===== src/flash_prot_pkg.sv =====
/*
 * shared constants, types and decode helpers for the flash protection
 * and user fuse block.
 * assumes a 250 MHz system clock and a 32-bit classic wishbone master.
 */
package flash_prot_pkg;

	// ==========================================================
	// register map (byte addresses)
	localparam logic [7:0] ADR_CMD = 8'h00;
	localparam logic [7:0] ADR_ADDR = 8'h04;
	localparam logic [7:0] ADR_WDATA = 8'h08;
	localparam logic [7:0] ADR_RDATA = 8'h0C;
	localparam logic [7:0] ADR_STATUS = 8'h10;
	localparam logic [7:0] ADR_CONTROL = 8'h14;

	// ==========================================================
	// field positions
	localparam int CMD_SRC_BIT = 4;
	localparam int STAT_SESSION_BIT = 3;
	localparam int STAT_REFUSED_BIT = 4;
	localparam int STAT_PORWIN_BIT = 5;
	localparam int CTRL_POR_BIT = 0;
	localparam int CTRL_SESSION_BIT = 1;

	// ==========================================================
	// nonvolatile byte values and layout
	localparam logic [7:0] BYTE_PROG = 8'h00;
	localparam logic [7:0] BYTE_ERASED = 8'hFF;
	localparam int LOCK_COUNT = 3;
	localparam int FUSE_COUNT = 10;
	localparam logic [3:0] FUSE_CS0 = 4'h0;
	localparam logic [3:0] FUSE_CS1 = 4'h1;
	localparam logic [3:0] FUSE_SUT0 = 4'h2;
	localparam logic [3:0] FUSE_SUT1 = 4'h3;
	localparam logic [3:0] FUSE_COMPAT = 4'h4;
	localparam logic [3:0] FUSE_ISP = 4'h5;
	localparam logic [3:0] FUSE_SIGPROG = 4'h6;
	localparam logic [3:0] FUSE_TRISTATE = 4'h7;
	localparam logic [3:0] FUSE_IAP = 4'h8;
	localparam logic [3:0] FUSE_XRES = 4'h9;
	localparam logic [1:0] LOCK_LAST = 2'h2;
	localparam logic [3:0] FUSE_LAST = 4'h9;

	// ==========================================================
	// start-up timeouts
	localparam int CLK_MHZ = 250;
	localparam int T_16_US = 16;
	localparam int T_512_US = 512;
	localparam int T_1_MS_US = 1000;
	localparam int T_2_MS_US = 2000;
	localparam int T_4_MS_US = 4000;
	localparam int T_16_MS_US = 16000;
	localparam logic [23:0] CYC_16_US = 24'(T_16_US * CLK_MHZ);

	// ==========================================================
	// types
	typedef enum logic [3:0] {
		OP_NOP = 4'h0,
		OP_WR_LOCK = 4'h1,
		OP_WR_FUSE = 4'h2,
		OP_WR_FUSE_AE = 4'h3,
		OP_WR_SIG = 4'h4,
		OP_ERASE_SIG = 4'h5,
		OP_CHIP_ERASE = 4'h6,
		OP_RD_LOCK = 4'h7,
		OP_RD_FUSE = 4'h8,
		OP_RD_SIG = 4'h9,
		OP_WR_CODE = 4'hA,
		OP_RD_CODE = 4'hB,
		OP_WR_DATA = 4'hC
	} op_t;

	typedef enum logic [1:0] {
		CLK_HS_CRYSTAL_OSCILLATOR = 2'h0,
		CLK_LS_CRYSTAL_OSCILLATOR = 2'h1,
		CLK_EXT = 2'h2,
		CLK_AUX_OSC = 2'h3
	} clk_src_t;

	typedef enum logic [2:0] {
		LEVEL_1 = 3'h1,
		LEVEL_2 = 3'h2,
		LEVEL_3 = 3'h3,
		LEVEL_4 = 3'h4
	} level_t;

	typedef struct packed {
		logic cyc;
		logic stb;
		logic we;
		logic [7:0] adr;
		logic [3:0] sel;
		logic [31:0] dat;
	} wb_req_t;

	typedef struct packed {
		logic we;
		logic erase;
		logic page;
		logic [7:0] addr;
		logic [7:0] data;
	} sig_req_t;

	// ==========================================================
	// helpers
	function automatic logic is_prog(input logic [7:0] b);
		return b == BYTE_PROG;
	endfunction

	// most restrictive level implied by any programmed lock byte
	function automatic level_t level_of(input logic [2:0] prog);
		level_t l;
		l = LEVEL_1;
		if (prog[2])
			l = LEVEL_4;
		else if (prog[1])
			l = LEVEL_3;
		else if (prog[0])
			l = LEVEL_2;
		return l;
	endfunction

endpackage


===== src/flash_lock_fuse_protection.sv =====
/*
 * lock bytes, user fuses and access gating of the programming path,
 * reached over a classic wishbone slave.
 * assumes one synchronous clock; code and data flash live outside and
 * act on cmd_accept_o together with the permission outputs.
 */
`timescale 1ns/10ps
// Contract
// - three lock bytes at 00h-02h, each FFh or 00h
// - only chip erase returns lock bytes to FFh
// - level 2 or higher refuses all external programming except lock byte writes and chip erase
// - level 3 or higher blocks external code/data reads, not fuses/signature
// - level never blocks application data flash or application programming; external data writes stop at level 2
// - level decoded from lock bytes: 1, 2, 3 or 4
// - ten user fuses, one per address, default FFh
// - writing 00h clears a fuse, FFh keeps it
// - fuses 00h/01h select the system clock source
// - fuses 02h/03h select start-up timeout, depending on clock kind
// - fuse 04h selects 12-clock or single-cycle timing
// - fuse 05h allows programming entry always or only at power-on
// - external signature write/erase only while signature fuse enabled
// - fuse 07h selects tristate or quasi-bidirectional port start
// - fuse 08h enables application programming
// - fuse 09h connects the crystal input resistor
// - clock select change applies only after next power-on reset
// - entry fuse change applies only when the session ends or at the next power-on reset
// - signature is 256 bytes; chip erase clears page 0 if enabled
// - application writes signature at 0100h-01FFh when its fuse enabled, reads it there always
module flash_lock_fuse_protection #(
	parameter int CYC_512_US = flash_prot_pkg::T_512_US *
		flash_prot_pkg::CLK_MHZ,
	parameter int CYC_1_MS = flash_prot_pkg::T_1_MS_US *
		flash_prot_pkg::CLK_MHZ,
	parameter int CYC_2_MS = flash_prot_pkg::T_2_MS_US *
		flash_prot_pkg::CLK_MHZ,
	parameter int CYC_4_MS = flash_prot_pkg::T_4_MS_US *
		flash_prot_pkg::CLK_MHZ,
	parameter int CYC_16_MS = flash_prot_pkg::T_16_MS_US *
		flash_prot_pkg::CLK_MHZ
) (
	input wire logic clk_i,
	input wire logic rst_i,
	input flash_prot_pkg::wb_req_t wb_req_i,
	output logic [31:0] wb_dat_o,
	output logic wb_ack_o,
	output flash_prot_pkg::level_t level_o,
	output logic ext_program_ok_o,
	output logic ext_read_ok_o,
	output logic ext_exec_high_ok_o,
	output flash_prot_pkg::clk_src_t clock_source_o,
	output logic [23:0] startup_cycles_o,
	output logic compat_12clk_o,
	output logic isp_entry_ok_o,
	output logic ports_tristate_o,
	output logic iap_enable_o,
	output logic crystal_oscillator_resistor_o,
	output logic session_o,
	output logic cmd_accept_o
);
	typedef struct packed {
		logic [2:0][7:0] lock;
		logic [9:0][7:0] fuse;
		flash_prot_pkg::clk_src_t clk_applied;
		logic [7:0] isp_applied;
		logic session;
		logic por_window;
		logic refused;
		logic [8:0] addr;
		logic [7:0] wdata;
		logic [7:0] rdata;
		logic ack;
		logic [31:0] dat;
		flash_prot_pkg::level_t level;
		logic prog_ok;
		logic read_ok;
		logic exec_ok;
		logic accept;
		logic exec;
		flash_prot_pkg::op_t last_op;
		logic last_ext;
		flash_prot_pkg::level_t last_lvl;
		logic [7:0] last_wdata;
		logic [3:0] last_fidx;
		logic por_q;
		logic sess_end_q;
	} prot_state_t;

	prot_state_t s_reg;
	prot_state_t s_next;
	flash_prot_pkg::sig_req_t sig_req;
	logic [7:0] sig_rdata;
	logic hit;
	logic wr;
	logic set_ref;
	logic clr_ref;
	logic deny;
	logic ext;
	logic wlock;
	logic sig_fuse_on;
	logic iap_fuse_on;
	logic [3:0] fidx;
	logic [1:0] lidx;
	flash_prot_pkg::op_t op;

	user_sig_array sig_u (
		.clk_i(clk_i),
		.rst_i(rst_i),
		.req_i(sig_req),
		.rd_addr_i(s_reg.addr[7:0]),
		.rd_data_o(sig_rdata)
	);

	startup_timeout_select #(
		.CYC_512_US(CYC_512_US),
		.CYC_1_MS(CYC_1_MS),
		.CYC_2_MS(CYC_2_MS),
		.CYC_4_MS(CYC_4_MS),
		.CYC_16_MS(CYC_16_MS)
	) sut_u (
		.clk_i(clk_i),
		.rst_i(rst_i),
		.src_i(s_reg.clk_applied),
		.code_i({~flash_prot_pkg::is_prog(s_reg.fuse[flash_prot_pkg::FUSE_SUT1]),
			~flash_prot_pkg::is_prog(s_reg.fuse[flash_prot_pkg::FUSE_SUT0])}),
		.cycles_o(startup_cycles_o)
	);

	// ==========================================================
	// next state
	always_comb
	begin
		s_next = s_reg;
		sig_req = '0;
		set_ref = 1'b0;
		clr_ref = 1'b0;
		deny = 1'b0;
		hit = wb_req_i.cyc && wb_req_i.stb && !s_reg.ack;
		wr = hit && wb_req_i.we;
		op = flash_prot_pkg::op_t'(wb_req_i.dat[3:0]);
		ext = !wb_req_i.dat[flash_prot_pkg::CMD_SRC_BIT];
		fidx = s_reg.addr[3:0];
		lidx = s_reg.addr[1:0];
		wlock = s_reg.level >= flash_prot_pkg::LEVEL_2;
		sig_fuse_on = flash_prot_pkg::is_prog(
			s_reg.fuse[flash_prot_pkg::FUSE_SIGPROG]);
		iap_fuse_on = flash_prot_pkg::is_prog(
			s_reg.fuse[flash_prot_pkg::FUSE_IAP]);
		s_next.ack = hit;
		s_next.exec = 1'b0;
		s_next.por_q = 1'b0;
		s_next.sess_end_q = 1'b0;
		if (hit && !wb_req_i.we)
		begin
			case (wb_req_i.adr)
				flash_prot_pkg::ADR_ADDR: s_next.dat = {23'h0, s_reg.addr};
				flash_prot_pkg::ADR_WDATA: s_next.dat = {24'h0, s_reg.wdata};
				flash_prot_pkg::ADR_RDATA: s_next.dat = {24'h0, s_reg.rdata};
				flash_prot_pkg::ADR_STATUS: s_next.dat = {24'h0,
					s_reg.clk_applied, s_reg.por_window, s_reg.refused,
					s_reg.session, s_reg.level};
				default: s_next.dat = 32'h0;
			endcase
		end
		if (wr && wb_req_i.sel[0])
		begin
			case (wb_req_i.adr)
				flash_prot_pkg::ADR_ADDR: s_next.addr[7:0] = wb_req_i.dat[7:0];
				flash_prot_pkg::ADR_WDATA: s_next.wdata = wb_req_i.dat[7:0];
				flash_prot_pkg::ADR_STATUS:
					clr_ref = wb_req_i.dat[flash_prot_pkg::STAT_REFUSED_BIT];
				flash_prot_pkg::ADR_CONTROL:
				begin
					if (wb_req_i.dat[flash_prot_pkg::CTRL_POR_BIT])
					begin
						// power-on reset latches the clock and entry fuses
						s_next.clk_applied = flash_prot_pkg::clk_src_t'({
							flash_prot_pkg::is_prog(s_reg.fuse[flash_prot_pkg::FUSE_CS1]),
							flash_prot_pkg::is_prog(s_reg.fuse[flash_prot_pkg::FUSE_CS0])
						});
						s_next.isp_applied = s_reg.fuse[flash_prot_pkg::FUSE_ISP];
						s_next.por_window = 1'b1;
						s_next.session = 1'b0;
						s_next.por_q = 1'b1;
					end
					else if (wb_req_i.dat[flash_prot_pkg::CTRL_SESSION_BIT])
					begin
						if (!s_reg.session && s_reg.isp_applied !=
							flash_prot_pkg::BYTE_ERASED && !s_reg.por_window)
							set_ref = 1'b1;
						else if (!s_reg.session)
						begin
							s_next.session = 1'b1;
							s_next.por_window = 1'b0;
						end
					end
					else if (s_reg.session)
					begin
						s_next.session = 1'b0;
						s_next.isp_applied = s_reg.fuse[flash_prot_pkg::FUSE_ISP];
						s_next.sess_end_q = 1'b1;
					end
				end
				flash_prot_pkg::ADR_CMD:
				begin
					s_next.exec = 1'b1;
					if (ext && !s_reg.session)
						deny = 1'b1;
					else
					begin
						case (op)
							flash_prot_pkg::OP_WR_LOCK:
								if (!ext || s_reg.addr > 9'(flash_prot_pkg::LOCK_LAST))
									deny = 1'b1;
								else if (flash_prot_pkg::is_prog(s_reg.wdata))
									s_next.lock[lidx] = flash_prot_pkg::BYTE_PROG;
							flash_prot_pkg::OP_WR_FUSE:
								if (!ext || wlock ||
									s_reg.addr > 9'(flash_prot_pkg::FUSE_LAST))
									deny = 1'b1;
								else if (flash_prot_pkg::is_prog(s_reg.wdata))
									s_next.fuse[fidx] = flash_prot_pkg::BYTE_PROG;
							flash_prot_pkg::OP_WR_FUSE_AE:
								if (!ext || wlock ||
									s_reg.addr > 9'(flash_prot_pkg::FUSE_LAST))
									deny = 1'b1;
								else
								begin
									s_next.fuse = {10{flash_prot_pkg::BYTE_ERASED}};
									s_next.fuse[fidx] = flash_prot_pkg::is_prog(
										s_reg.wdata) ? flash_prot_pkg::BYTE_PROG :
										flash_prot_pkg::BYTE_ERASED;
								end
							flash_prot_pkg::OP_WR_SIG:
								if (ext ? (wlock || !sig_fuse_on) :
									(!iap_fuse_on || !s_reg.addr[8]))
									deny = 1'b1;
								else
								begin
									sig_req.we = 1'b1;
									sig_req.addr = s_reg.addr[7:0];
									sig_req.data = s_reg.wdata;
								end
							flash_prot_pkg::OP_ERASE_SIG:
								if (!ext || wlock || !sig_fuse_on)
									deny = 1'b1;
								else
								begin
									sig_req.erase = 1'b1;
									sig_req.page = s_reg.addr[7];
								end
							flash_prot_pkg::OP_CHIP_ERASE:
								if (!ext)
									deny = 1'b1;
								else
								begin
									s_next.lock = {3{flash_prot_pkg::BYTE_ERASED}};
									sig_req.erase = sig_fuse_on;
									sig_req.page = 1'b0;
								end
							flash_prot_pkg::OP_RD_LOCK:
								if (s_reg.addr > 9'(flash_prot_pkg::LOCK_LAST))
									deny = 1'b1;
								else
									s_next.rdata = s_reg.lock[lidx];
							flash_prot_pkg::OP_RD_FUSE:
								if (s_reg.addr > 9'(flash_prot_pkg::FUSE_LAST))
									deny = 1'b1;
								else
									s_next.rdata = s_reg.fuse[fidx];
							flash_prot_pkg::OP_RD_SIG:
								if (!ext && !s_reg.addr[8])
									deny = 1'b1;
								else
									s_next.rdata = sig_rdata;
							flash_prot_pkg::OP_WR_CODE:
								deny = ext ? wlock : !iap_fuse_on;
							flash_prot_pkg::OP_RD_CODE:
								deny = ext && !s_reg.read_ok;
							flash_prot_pkg::OP_WR_DATA:
								deny = ext && wlock;
							default: deny = 1'b1;
						endcase
					end
					set_ref = deny;
					s_next.last_op = op;
					s_next.last_ext = ext;
					s_next.last_lvl = s_reg.level;
					s_next.last_wdata = s_reg.wdata;
					s_next.last_fidx = fidx;
				end
				default: ;
			endcase
		end
		if (wr && wb_req_i.sel[1] && wb_req_i.adr == flash_prot_pkg::ADR_ADDR)
			s_next.addr[8] = wb_req_i.dat[8];
		s_next.accept = s_next.exec && !deny;
		// a refusal in the clearing cycle stays visible
		s_next.refused = (s_reg.refused && !clr_ref) || set_ref;
		s_next.level = flash_prot_pkg::level_of({
			flash_prot_pkg::is_prog(s_next.lock[2]),
			flash_prot_pkg::is_prog(s_next.lock[1]),
			flash_prot_pkg::is_prog(s_next.lock[0])});
		s_next.prog_ok = s_next.session &&
			s_next.level == flash_prot_pkg::LEVEL_1;
		s_next.read_ok = s_next.level < flash_prot_pkg::LEVEL_3;
		s_next.exec_ok = s_next.level < flash_prot_pkg::LEVEL_4;
	end

	always_ff @(posedge clk_i)
	begin
		if (rst_i)
		begin
			s_reg <= '0;
			s_reg.lock <= {3{flash_prot_pkg::BYTE_ERASED}};
			s_reg.fuse <= {10{flash_prot_pkg::BYTE_ERASED}};
			s_reg.isp_applied <= flash_prot_pkg::BYTE_ERASED;
			s_reg.clk_applied <= flash_prot_pkg::CLK_HS_CRYSTAL_OSCILLATOR;
			s_reg.por_window <= 1'b1;
			s_reg.level <= flash_prot_pkg::LEVEL_1;
			s_reg.last_lvl <= flash_prot_pkg::LEVEL_1;
			s_reg.read_ok <= 1'b1;
			s_reg.exec_ok <= 1'b1;
		end
		else
			s_reg <= s_next;
	end

	// ==========================================================
	// outputs, all from flops
	assign wb_dat_o = s_reg.dat;
	assign wb_ack_o = s_reg.ack;
	assign level_o = s_reg.level;
	assign ext_program_ok_o = s_reg.prog_ok;
	assign ext_read_ok_o = s_reg.read_ok;
	assign ext_exec_high_ok_o = s_reg.exec_ok;
	assign clock_source_o = s_reg.clk_applied;
	assign compat_12clk_o = !flash_prot_pkg::is_prog(
		s_reg.fuse[flash_prot_pkg::FUSE_COMPAT]);
	assign isp_entry_ok_o = s_reg.por_window ||
		s_reg.isp_applied == flash_prot_pkg::BYTE_ERASED;
	assign ports_tristate_o = !flash_prot_pkg::is_prog(
		s_reg.fuse[flash_prot_pkg::FUSE_TRISTATE]);
	assign iap_enable_o = flash_prot_pkg::is_prog(
		s_reg.fuse[flash_prot_pkg::FUSE_IAP]);
	assign crystal_oscillator_resistor_o = flash_prot_pkg::is_prog(
		s_reg.fuse[flash_prot_pkg::FUSE_XRES]);
	assign session_o = s_reg.session;
	assign cmd_accept_o = s_reg.accept;
endmodule


===== src/startup_timeout_select.sv =====
/*
 * maps clock source and start-up fuses to a wake-up timeout in cycles.
 * assumes the clock source input is the value applied at power-on.
 */
`timescale 1ns/10ps
module startup_timeout_select #(
	parameter int CYC_512_US = 128000,
	parameter int CYC_1_MS = 250000,
	parameter int CYC_2_MS = 500000,
	parameter int CYC_4_MS = 1000000,
	parameter int CYC_16_MS = 4000000
) (
	input wire logic clk_i,
	input wire logic rst_i,
	input flash_prot_pkg::clk_src_t src_i,
	input wire logic [1:0] code_i,
	output logic [23:0] cycles_o
);
	typedef struct packed {
		logic [23:0] cycles;
	} sut_state_t;

	sut_state_t s_reg;
	sut_state_t s_next;
	logic crystal_oscillator;

	initial
	begin
		if (CYC_16_MS >= (1 << 24) || CYC_512_US < 1)
			$error("startup timeout counts do not fit 24 bits");
	end

	// ==========================================================
	// table
	always_comb
	begin
		s_next = s_reg;
		crystal_oscillator = (src_i == flash_prot_pkg::CLK_HS_CRYSTAL_OSCILLATOR) ||
			(src_i == flash_prot_pkg::CLK_LS_CRYSTAL_OSCILLATOR);
		case (code_i)
			2'h0: s_next.cycles = crystal_oscillator ? 24'(CYC_1_MS) :
				flash_prot_pkg::CYC_16_US;
			2'h1: s_next.cycles = crystal_oscillator ? 24'(CYC_2_MS) : 24'(CYC_512_US);
			2'h2: s_next.cycles = crystal_oscillator ? 24'(CYC_4_MS) : 24'(CYC_1_MS);
			default: s_next.cycles = crystal_oscillator ? 24'(CYC_16_MS) : 24'(CYC_4_MS);
		endcase
	end

	always_ff @(posedge clk_i)
	begin
		if (rst_i)
			s_reg <= '0;
		else
			s_reg <= s_next;
	end

	assign cycles_o = s_reg.cycles;

endmodule


===== src/user_sig_array.sv =====
/*
 * 256-byte user signature store, two 128-byte pages.
 * assumes the caller has already applied every access gate.
 */
`timescale 1ns/10ps
module user_sig_array (
	input wire logic clk_i,
	input wire logic rst_i,
	input flash_prot_pkg::sig_req_t req_i,
	input wire logic [7:0] rd_addr_i,
	output logic [7:0] rd_data_o
);
	typedef struct packed {
		logic [255:0][7:0] mem;
	} sig_state_t;

	sig_state_t s_reg;
	sig_state_t s_next;

	// ==========================================================
	// update
	always_comb
	begin
		s_next = s_reg;
		if (req_i.erase)
		begin
			for (int i = 0; i < 128; i++)
				s_next.mem[{req_i.page, 7'(i)}] = flash_prot_pkg::BYTE_ERASED;
		end
		else if (req_i.we)
			s_next.mem[req_i.addr] = req_i.data;
	end

	always_ff @(posedge clk_i)
	begin
		if (rst_i)
			s_reg <= {256{flash_prot_pkg::BYTE_ERASED}};
		else
			s_reg <= s_next;
	end

	assign rd_data_o = s_reg.mem[rd_addr_i];

endmodule

===== config.mk =====
export PLATFORM = sky130hd
export DESIGN_NAME = flash_lock_fuse_protection
export DESIGN_NICKNAME = d
export VERILOG_FILES = /design/src/flash_prot_pkg.sv /design/src/flash_lock_fuse_protection.sv /design/src/startup_timeout_select.sv /design/src/user_sig_array.sv
export SDC_FILE = /design/constraint.sdc
export NUM_CORES = 2
export LEC_CHECK = 0
export BUFFER_PORTS_ARGS = -buffer_cell sky130_fd_sc_hd__buf_2
export CAP_MARGIN = 20
export CORE_ASPECT_RATIO = 0.6
export CORE_MARGIN = 1
export CORE_UTILIZATION = 50
export CTS_CLUSTER_SIZE = 10
export DETAILED_ROUTE_END_ITERATION = 16
export PLACE_DENSITY = 0.66
export SYNTH_ARGS = -nofsm -noshare
export SYNTH_HDL_FRONTEND = slang
export SYNTH_SLANG_ARGS = --single-unit
export TNS_END_PERCENT = 1

===== constraint.sdc =====
create_clock -name clk_i -period 9.1 [get_ports clk_i]
set_input_delay 1.365 -clock clk_i [delete_from_list [all_inputs] [get_ports clk_i]]
set_output_delay 1.365 -clock clk_i [all_outputs]
set_load 0.02 [all_outputs]

==> summary.md <==
| Metric | Value |
|---|---|
| Layout cells sized above 1 | 13.8% |
| Met2 usage | 50.1% |
| Unrepaired setup endpoints after global routing | false |
| TritonRoute pass-1 iters | 9 |
| Largest area contributor in the synthesized netlist | dfxtp_1 |
| Pwr Density | 189 mW/mm² |
| Finished Layout Cells | 11800 |
| CTS Hold Bufs | 0 |
| Post-CTS sizing | 0 |
| Ys flop type | dfxtp_1 |
| Starting Density | 50.5% |
| Post-DP HPWL | 230000 µm |
| Pins over their slew limit | 0 |
| Global-route wire length before repair | 529000 µm |
| Crit Path Category | in2reg |
| Min-delay worst type | reg2reg |
| Synth area leaders | dfxtp_1 (48%), a21oi_1 (18%), mux4_2 (11%) |
| Maximum VDD drop | 168 µV |
| Vias in the first global route | 76600 |
| Relative slew slack | 2.41% |
| WHS | 448 ps |
| Mapped cell area | about 0.092 mm² |
| Clk root buf | clkbuf_16 |
| Avg Cell Area, Syn | around 9.6 µm² |
| Met3 usage | 17.6% |
| Maxcap violations | 0 |
| Die Width | 555 µm |
| Post-CTS Setup Repair Bufs | 0 |
| IO Port Bufs | 66 |
| Clk_skew | 62.1 ps |
| TritonCTS clock tree | built |
| Drt drc | 0 |
| Die H | 334 µm |
| Gpl congestion | roughly 1.0 |
| Synthesis-stage register bit count | 2224 |
| Initial antenna violation count | 30 |
| CTS sink cnt | between 2000 and 2500 |
| Core area | 0.182 mm² |
| CP max FO | 256 |
| Worst EP required | 9820 ps |
| Final Hold Viols | 0 |
| Worst-skew pair later-pin latency | between 900 and 1000 ps |
| Largest net degree at the start of global routing | about 260 |
| Final WL | 369000 µm |
| Aggregate global routing overflow | 0 |
| Io pins | 121 |
| Slew of the pin with the lowest slew margin | 1460 ps |
| Ys async rst share | 0% |
| Met1 global-route usage | 53.0% |
| Count of cell types in the netlist | 88 |
| Setup crit end kind | flip-flop |
| YS warnings | 0 |
| Fin area | 0.100 mm² |
| Antenna viol nets, final | 0 |
| Most used routing layer | met1 |
| EDFF count, synth | 0 |
| Largest register FFs | between 2000 and 2500 |
| Clock edge transition at the registers on the reported setup and hold paths | approximately 60 ps |
| Worst setup SP type | input port |
| Final #Nets | roughly 9400 |
| Die area | 0.185 mm² |
| Via/cell ratio | 7.09 |
| Cell count after synthesis | 9586 |
| Fin crit share | 63.5% |
| Total GRT Usage | 38.4% |
| Post-synth top area share | 48.5% |
| Final setup fails | 0 |
| Maximum clock rate | around 170 MHz |
| Seq/Total Area, Yosys | 48.5% |
| Placed cell count | 11500 |
| Status | finished clean |
| Total CTS buffers | 248 |
| Critical path arrival | 6490 ps |
| FP Rows | around 120 |
| H-tree depth | 4 |
| Wire length per cell | 31.3 µm |
| P_leak | ~32 nW |
| Clock buffer depth | 4 |
| Area growth from synthesis to layout | 9.36% |
| Cell Area, Placed | 0.0938 mm² |
| Final worst path period need | 5780 ps |
| DR vias | 83600 |
| Setup TNS Final | 0 ps |
| DR iter-0 viols | 15100 |
through the flow:
stage          worst slack, ps  total power [mW]  utilization, %
2_1_floorplan             5210              10.3               -
3_3_place_gp              2750              10.5            51.5
3_5_place_dp              2820              10.5            51.5
4_1_cts                   3680              19.0            55.0
5_1_grt                   3310              19.4            55.2
6_report                  3320              19.0            55.2
routing by layer:
metal  part of all wire, %  wire length (µm)
met5                  0.24               878
met2                    39            142000
met4                   5.0             18500
met3                    17             63400
met1                    39            144000
final timing paths:
path	from	endpoint	slack [ps]	depth (start not counted)
setup / recovery	wb_req_i[37]	sig_u.s_reg[1455]	3320	10
hold / removal	wb_dat_o[8]	wb_dat_o[8]	450	2
setup reg to reg	wb_ack_o	sig_u.s_reg[1455]	3580	9
hold reg to reg	wb_dat_o[8]	wb_dat_o[8]	450	2
power by group:
group / total [mW] / internal, mW / switching (mW)
Clock: 8.67 / 4.81 / 3.86
Combinational: 0.583 / 0.0711 / 0.511
Sequential: 9.74 / 9.74 / 0.000511
Total: 19.0 / 14.6 / 4.37
logic make-up (layout without fill, tap and decap cells):
| family | Yosys count | count (layout) | share of synthesized area [%] |
|---|---|---|---|
| xor+xnor | 1 | 1 | 0.00954 |
| simple gates | 1532 | 1532 | 7.58 |
| flops | 2224 | 2224 | 48.5 |
| compound gates | 4213 | 4213 | 25.2 |
| mux | 755 | 755 | 14.6 |
| fa+ha+maj | 4 | 4 | 0.0545 |
| other cells | 1 | 53 | 0.00408 |
| buf+inv | 856 | 553 | 4.09 |
cell usage in the layout (no fill, tap or decap), types with 11 or more instances in the layout:
cell       count
nor4_1        25
nand3_2       11
nand4_1       55
diode_2       24
a211oi_1      22
or3_1         12
nor2_1       714
o22ai_1       52
clkbuf_16    251
buf_4        172
a211o_1       20
dfxtp_1     2218
nor3_1       256
inv_1         14
nand3_1       50
nor2b_1       11
mux4_2       467
a221oi_1      15
a21o_1        50
a21oi_1     3359
o22a_1        47
nand2_1      276
buf_2         66
o21ai_2      165
o211ai_1      15
o221ai_1      45
mux2_2        26
buf_12        22
o21ai_1      110
conb_1        29
a2bb2oi_1     42
or4_1         16
o21ai_0      116
mux2i_1      262
a31oi_1       13
a22oi_1       51
critical path, stage by stage:
cell and delay [ps]:
buf_2 100, nor4_2 440, or3b_1 730, nor4_1 1020
nand2_1 290, a21o_4 570, buf_4 610, buf_12 390
a21oi_1 390, a21oi_1 70
Yosys cell counts, drive strengths merged (45+ instances only):
master	n
clkbuf	470
nand2	277
a21oi	3371
nand4	64
nor3	257
nand3	62
a21o	51
nor2	728
mux2i	262
a22oi	51
o22a	47
dfxtp	2224
mux4	467
buf	367
o221ai	45
o22ai	52
o21ai	392
layout make-up:
cell class	instances	area (µm²)
clock inverter	5	77.6
tap	2460	3080
multi-input combinational	6534	44000
clock buffer	255	6310
timing repair buffer	274	2250
inverter	19	76.3
fill	15900	81500
sequential	2224	44500
antenna	24	60.1
No activity file was read; power rests on OpenSTA's default activity.
